==> config.mk <==
export PLATFORM = sky130hd
export DESIGN_NAME = sstx_source
export DESIGN_NICKNAME = d
export VERILOG_FILES = /design/src/sstx_pkg.sv /design/src/sstx_fifo.sv /design/src/sstx_source.sv
export SDC_FILE = /design/constraint.sdc
export NUM_CORES = 1
export LEC_CHECK = 0
export ABC_AREA = 1
export ABC_CLOCK_PERIOD_IN_PS = 9000
export BUFFER_PORTS_ARGS = -buffer_cell sky130_fd_sc_hd__buf_2
export CORE_ASPECT_RATIO = 0.5
export CORE_MARGIN = 4
export CORE_UTILIZATION = 30
export DETAILED_ROUTE_END_ITERATION = 16
export SYNTH_ARGS = -nofsm -noshare
export SYNTH_HDL_FRONTEND = slang
export SYNTH_HIERARCHICAL = 1
export SYNTH_SLANG_ARGS = --single-unit
==> constraint.sdc <==
create_clock -name clk_sys -period 9 [get_ports clk_sys]
set_clock_uncertainty 0.1 [all_clocks]
set_input_delay 0 -clock clk_sys [delete_from_list [all_inputs] [get_ports clk_sys]]
set_output_delay 0 -clock clk_sys [all_outputs]
set_load 0.05 [all_outputs]
==> src/sstx_pkg.sv <==
package sstx_pkg;

    // ****************************************
    // Field widths and link parameters
    // ****************************************
    localparam int DATA_W      = 32;
    localparam int CHAN_W      = 4;
    localparam int ERR_W       = 2;
    localparam int EMPTY_W     = 2;
    localparam int SYMS_PER_BEAT = 4;
    localparam int FIFO_DEPTH  = 4;
    localparam int READY_LAT   = 0;
    localparam int READY_LAT_MAX = 8;
    localparam logic [CHAN_W-1:0] HIGHEST_CHANNEL_LIMIT = 4'h000f;

    // ****************************************
    // Beat carrier
    // ****************************************
    typedef struct packed {
        logic [DATA_W-1:0]  data;
        logic [CHAN_W-1:0]  chan;
        logic [ERR_W-1:0]   err;
        logic [EMPTY_W-1:0] empty;
        logic               sop;
        logic               eop;
    } sstx_beat_t;

    localparam int BEAT_W = $bits(sstx_beat_t);

    typedef enum logic [1:0] {
        SSTX_IDLE = 2'h0,
        SSTX_PKT  = 2'h1
    } sstx_state_t;

endpackage : sstx_pkg

==> src/sstx_fifo.sv <==
`timescale 1ns/1ps
module sstx_fifo #(
    parameter int WIDTH = 8,
    parameter int DEPTH = 4
) (
    input  wire logic             clk_sys,
    input  wire logic             rst_n,
    input  wire logic [WIDTH-1:0] in_data,
    input  wire logic             in_valid,
    output logic                  in_ready,
    output logic      [WIDTH-1:0] out_data,
    output logic                  out_valid,
    input  wire logic             out_ready
);
    localparam int AW = $clog2(DEPTH);

    logic [WIDTH-1:0] mem [DEPTH];
    logic [AW-1:0]    wr_q;
    logic [AW-1:0]    rd_q;
    logic [AW:0]      cnt_q;
    logic             push;
    logic             pop;

    assign in_ready  = (cnt_q != (AW+1)'(DEPTH));
    assign out_valid = (cnt_q != '0);
    assign push      = in_valid && in_ready;
    assign pop       = out_valid && out_ready;
    assign out_data  = mem[rd_q];

    always_ff @(posedge clk_sys) begin
        if (push) begin
            mem[wr_q] <= in_data;
        end
    end

    always_ff @(posedge clk_sys or negedge rst_n) begin
        if (!rst_n) begin
            wr_q  <= '0;
            rd_q  <= '0;
            cnt_q <= '0;
        end else begin
            if (push) begin
                wr_q <= (wr_q == AW'(DEPTH-1)) ? '0 : wr_q + 1'b1;
            end
            if (pop) begin
                rd_q <= (rd_q == AW'(DEPTH-1)) ? '0 : rd_q + 1'b1;
            end
            cnt_q <= cnt_q + (AW+1)'(push) - (AW+1)'(pop);
        end
    end
endmodule : sstx_fifo

==> src/sstx_source.sv <==
`timescale 1ns/1ps
// Operation
// [RULE1] All stream signals are active high at source and sink.
// [RULE2] One instance per signal role; same meaning at both ends.
// [RULE3] Channel field names the channel of the same-cycle data.
// [RULE4] Channel field comes with a highest channel limit parameter.
// [RULE5] Data field carries the bulk of the transfer, 1 to 8192 bits.
// [RULE6] Source drives an error mask, one bit per error class.
// [RULE7] Ready in cycle n makes cycle n plus latency a ready cycle.
// [RULE8] Source asserts valid only in ready cycles.
// [RULE9] Sink captures fields only in ready cycles with valid high.
// [RULE10] A source lacking ready connects only to sinks without backpressure.
// [RULE11] A sink lacking ready accepts every transfer offered.
// [RULE12] A source lacking valid presents data whenever not backpressured.
// [RULE13] A sink lacking valid treats unstalled cycles as valid.
// [RULE14] Empty field counts symbols in the beat holding no data.
// [RULE15] First-beat flag marks the beat that begins a packet.
// [RULE16] Last-beat flag marks the beat that ends a packet.
// [RULE17] Backpressure is optional and lets the sink halt flow.
// [RULE18] Each beat is a single-cycle transfer of one or more symbols.
// [RULE19] All transfers occur on the rising edge of one clock.
// [RULE20] Source outputs come straight from rising-edge flip-flops.
// [RULE21] Ready latency is 0 to 8 cycles, default 0.
// [RULE22] Reset holds valid and packet flags low.
// [RULE23] A begun packet is ended before a new one starts.
module sstx_source
    import sstx_pkg::*;
#(
    parameter int READY_LATENCY = READY_LAT
) (
    input  wire logic                clk_sys,
    input  wire logic                rst_n,
    input  wire logic [DATA_W-1:0]   usr_data,
    input  wire logic [CHAN_W-1:0]   usr_chan,
    input  wire logic [ERR_W-1:0]    usr_err,
    input  wire logic [EMPTY_W-1:0]  usr_empty,
    input  wire logic                usr_sop,
    input  wire logic                usr_eop,
    input  wire logic                usr_valid,
    output logic                     usr_ready,
    output logic [DATA_W-1:0]        st_data,
    output logic [CHAN_W-1:0]        st_channel,
    output logic [ERR_W-1:0]         st_error,
    output logic [EMPTY_W-1:0]       st_empty,
    output logic                     st_startofpacket,
    output logic                     st_endofpacket,
    output logic                     st_valid,
    input  wire logic                st_ready,
    output logic                     proto_drop
);

    // ****************************************
    // Input buffer
    // ****************************************
    sstx_beat_t in_beat;
    sstx_beat_t in_clean;
    sstx_beat_t head;
    logic       in_valid;
    logic       head_valid;
    logic       head_take;
    logic       fifo_ready;

    // Packet tracking
    sstx_state_t state_q;
    logic        bad_beat;

    // Out-of-range channels and illegal empty counts are dropped
    always_comb begin
        in_beat       = '0;         // RULE2
        in_beat.data  = usr_data;   // RULE5
        in_beat.chan  = usr_chan;   // RULE3
        in_beat.err   = usr_err;    // RULE6
        in_beat.empty = usr_empty;  // RULE14
        in_beat.sop   = usr_sop;
        in_beat.eop   = usr_eop;
        in_clean      = in_beat;
        bad_beat      = (usr_chan > HIGHEST_CHANNEL_LIMIT) // RULE4
                     || (32'(usr_empty) >= SYMS_PER_BEAT);
    end

    assign in_valid  = usr_valid && !bad_beat;
    assign usr_ready = fifo_ready || bad_beat;

    sstx_fifo #(
        .WIDTH (BEAT_W),
        .DEPTH (FIFO_DEPTH)
    ) u_fifo (
        .clk_sys   (clk_sys),
        .rst_n     (rst_n),
        .in_data   (in_clean),
        .in_valid  (in_valid),
        .in_ready  (fifo_ready),
        .out_data  (head),
        .out_valid (head_valid),
        .out_ready (head_take)
    );

    always_ff @(posedge clk_sys or negedge rst_n) begin
        if (!rst_n) begin
            proto_drop <= 1'b0;
        end else begin
            proto_drop <= usr_valid && bad_beat;
        end
    end

    // ****************************************
    // Ready latency pipeline
    // ****************************************
    logic [READY_LAT_MAX:0] rdy_hist_q;
    logic                   ready_cycle;

    always_ff @(posedge clk_sys or negedge rst_n) begin
        if (!rst_n) begin
            rdy_hist_q <= '0;
        end else begin
            rdy_hist_q <= {rdy_hist_q[READY_LAT_MAX-1:0], st_ready}; // RULE19
        end
    end

    // History tap that lines up with the cycle after the launch edge
    localparam int RDY_SEL = (READY_LATENCY > 1) ? READY_LATENCY - 2 : 0;

    // Outputs are registered, so the beat launched now is seen next cycle
    always_comb begin
        if (READY_LATENCY == 0) begin
            ready_cycle = 1'b1; // RULE10
        end else if (READY_LATENCY == 1) begin
            ready_cycle = st_ready; // RULE7 RULE21
        end else begin
            ready_cycle = rdy_hist_q[RDY_SEL]; // RULE7 RULE21
        end
    end

    // ****************************************
    // Output stage
    // ****************************************
    logic out_busy;
    logic launch;
    logic sop_fix;
    logic eop_fix;

    // Latency 0: beat stands until taken; else slot decided a cycle early
    assign out_busy  = (READY_LATENCY == 0) && st_valid && !st_ready; // RULE17
    assign launch    = head_valid && !out_busy && ready_cycle;         // RULE8 RULE12
    assign head_take = launch;

    // Force a close of an open packet before a new start
    always_comb begin
        sop_fix = head.sop;
        eop_fix = head.eop;
        if (state_q == SSTX_PKT && head.sop) begin
            sop_fix = 1'b0; // RULE23
            eop_fix = 1'b1; // RULE23
        end
        if (state_q == SSTX_IDLE && !head.sop) begin
            sop_fix = 1'b1; // RULE15
        end
    end

    always_ff @(posedge clk_sys or negedge rst_n) begin
        if (!rst_n) begin
            st_valid         <= 1'b0; // RULE22
            st_startofpacket <= 1'b0; // RULE22
            st_endofpacket   <= 1'b0; // RULE22
        end else if (!out_busy) begin
            st_valid         <= launch;                // RULE20 RULE18 RULE1
            st_startofpacket <= launch && sop_fix;      // RULE15
            st_endofpacket   <= launch && eop_fix;      // RULE16
        end
    end

    always_ff @(posedge clk_sys or negedge rst_n) begin
        if (!rst_n) begin
            st_data    <= '0;
            st_channel <= '0;
            st_error   <= '0;
            st_empty   <= '0;
        end else if (launch) begin
            st_data    <= head.data;  // RULE20 RULE5
            st_channel <= head.chan;  // RULE3
            st_error   <= head.err;   // RULE6
            st_empty   <= head.empty; // RULE14
        end
    end

    always_ff @(posedge clk_sys or negedge rst_n) begin
        if (!rst_n) begin
            state_q <= SSTX_IDLE;
        end else if (launch) begin
            case (state_q)
                SSTX_IDLE: begin
                    if (!eop_fix) begin
                        state_q <= SSTX_PKT;
                    end
                end
                SSTX_PKT: begin
                    if (eop_fix) begin
                        state_q <= SSTX_IDLE; // RULE23
                    end
                end
                default: begin
                    state_q <= SSTX_IDLE;
                end
            endcase
        end
    end

endmodule : sstx_source

==> results.toml <==
[run_status]
status = "complete, no violations"

[synth]
synth_warnings = 6
netlist.area_leader.share_pct = 55.8
yosys-top-cells-area = "edfxtp_1, dfrtp_1, nand2_1, o211ai_1, inv_1"
synth_nets = 793
synth_edf_count = 168
synthSimpleGateAreaFrac_pct = 12.8
synth_cells = 739
syn_area_per_cell_um2 = 12.2
synthesis.area_um2 = 9040
yosysMostFrequentCell = "nand2_1"
ys_seq_elements = 219
synth-compound-area-share_pct = 8.31
synth_top_area_cell = "edfxtp_1"
synthMuxAreaShare_pct = 0
synth_top_family_by_area = "simple AND/OR/NAND/NOR gates"
synth_top_flop_cell = "edfxtp_1"
synthTopCellsByCount = "nand2_1, edfxtp_1, inv_1"
synth-xor-area-share_pct = 0
yosys.area_share.adder_pct = 1.19
ys_types = 22
seq_area_frac_synth_pct = 70.0
async_reset_ff_share_pct = 23.3

[setup_path]
endpoint_kind = "flop"
cp_max_fo = 44
cp.arrival_ns = 3.27
crit_type = "flop to flop"
critical_path.startpoint_type = "flop"
cp_data_required_time_ns = 9.30

[final_layout]
fillers = 2773
fin_area_um2 = 10900
nets = 922
drive_gt1_share_pct = 20.6
diodes = 0
area_delta_synth_final_pct = 20.7
multiInputGateArea_um2 = 2050
seqCellArea_um2 = 6330

[cts]
clk_pin_slew_ns = 0.06
cts_setup_buffers = 0
h-tree-depth = 1
clock_path_buffers = 3
clockRootBuffer = "clkbuf_16"
cts_made_buffers = 23
cts.sinks = 219
clock_latency_ns = 0.50
cts_tree = "built"

[die]
core_area_um2 = 29300
ios = 91
rows = 44
start_util_pct = 30.8
die_y_um = 131
fp.dieArea_um2 = 33100
die_w_um = 253

[route]
totalWireLength_um = 18400
vias = 5494
viasPerCell = 4.31
routedWlPerCell_um = 14.4
first_pass_iters = 5
drt_iter0_drc = 219
ant_nets = 0
drc = 0

[power]
finalPower_mw = 3.82
ir_drop_uv = 138
powerDensity_nw_per_um2 = 350
leakagePower_nw = 4.62

[sta]
fin_crit_ns = 2.97
worst_pin_slew_ns = 1.13
fmaxAchievable_mhz = 336
maxSlewHeadroom_pct = 24.8
period_share_pct = 33.0
rsz0062_at_grt = "false"
hold_violations = 0
fin_tns_setup_ns = 0
slew_violations = 0
setup_viol = 0

[global_routing]
top_usage_layer = "met2"
gr-total-overflow = 0
grt_start_max_net_pins = 112
grtUsageMet1_pct = 12.7
grt.total_usage_pct = 11.0
antenna_found_initial = 0
grt_pass1_wl_um = 28800
met2_usage_pct = 21.3
gr-usage-met3_pct = 2.00
grt_pass1_vias = 5437

[place]
dpl_cell_area_um2 = 9750
port_buffers = 89
gp_congestion = 0.784
dpl.hpwl_um = 10500

[flow_run]
drv_cap = 0

[min_path]
hp-class = "input port to asynchronous set/reset pin"
[routing by layer]
layer	part of all wire [%]	up-vias
met1	42	2667
met4	1.5	0
met5	0	-
met3	3.7	17
met2	53	87
li1	-	2723
[placed cells by master (no fill, tap or decap), types with 8 or more instances in the layout]
master and count:
inv_1 100, o211ai_1 61, o211ai_2 23, edfxtp_1 168
dfrtp_1 49, buf_2 89, nand2_1 250, nand3_1 8
clkbuf_16 23, nand2_2 19, dlygate4sd3_1 45
[through the flow]
stage          hold slack (ns)  cells  setup slack, ns  utilization [%]
2_1_floorplan           -0.396    739             5.54                -
3_3_place_gp            0.0942   1189             6.14             33.2
3_5_place_dp             0.109   1189             6.03             33.2
4_1_cts                  0.103   1276             6.00             37.2
5_1_grt                  0.146   1276             5.80             37.2
6_report                0.0922   1276             6.03             37.2
[where the power goes]
part | internal [mW] | total, mW | switching (mW)
Clock | 0.510 | 0.873 | 0.362
Sequential | 1.38 | 1.57 | 0.192
Combinational | 0.381 | 1.37 | 0.993
[timing repair]
| item | in CTS | in global routing |
|---|---|---|
| resized for setup | 0 | 0 |
| hold buffers | 45 | 0 |
| endpoints found under the hold margin | 225 | 0 |
[logic make-up (layout without fill, tap and decap cells)]
logic type / Yosys count / after routing
compound gates: 85 / 85
fa+ha+maj: 8 / 8
buf+inv: 140 / 286
flops: 219 / 219
other cells: 1 / 1
simple gates: 286 / 286
[worst max-delay path, cell delays in order (launching register included)]
cell and delay [ns]:
dfrtp_1 0.44, nor2_1 0.09, nand2_1 0.25, nand2_8 0.28
inv_6 0.44, nand2_1 0.16, inv_1 0.08, ha_1 0.22
inv_1 0.06, ha_1 0.13, inv_1 0.05, fa_1 0.39
nand3_1 0.11, nand2_1 0.05
[flip-flops by register name (all words and copies together), names as in the netlist]
name / cells
u_fifo/cnt_q: 3
u_fifo/mem: 168
st_endofpacket: 1
st_startofpacket: 1
st_valid: 1
st_error: 2
st_data: 32
state_q: 1
st_empty: 2
st_channel: 4
u_fifo/rd_q: 2
u_fifo/wr_q: 2
[layout make-up]
class / count / area share [%]
inverter: 103 / 3.59
sequential: 219 / 58.0
multi-input combinational: 380 / 18.8
tap: 391 / 4.48
clock buffer: 33 / 6.08
timing repair buffer: 141 / 8.69
clock inverter: 9 / 0.401
[final timing paths]
check | start | to | slack [ns] | depth (start not counted)
worst max-delay path | u_fifo/cnt_q[1] | u_fifo/cnt_q[2] | 6.03 | 13
worst min-delay path | rst_n | st_data[19] | 0.09 | 3
worst max register to register | u_fifo/cnt_q[1] | u_fifo/cnt_q[2] | 6.03 | 13
worst min register to register | st_channel[1] | st_channel[1] | 0.38 | 2
max in group asynchronous | rst_n | u_fifo/rd_q[0] | 8.14 | 3
min in group clk_sys | usr_data[8] | u_fifo/mem[0][18] | 0.15 | 2
(Power assumes the default switching activity.)
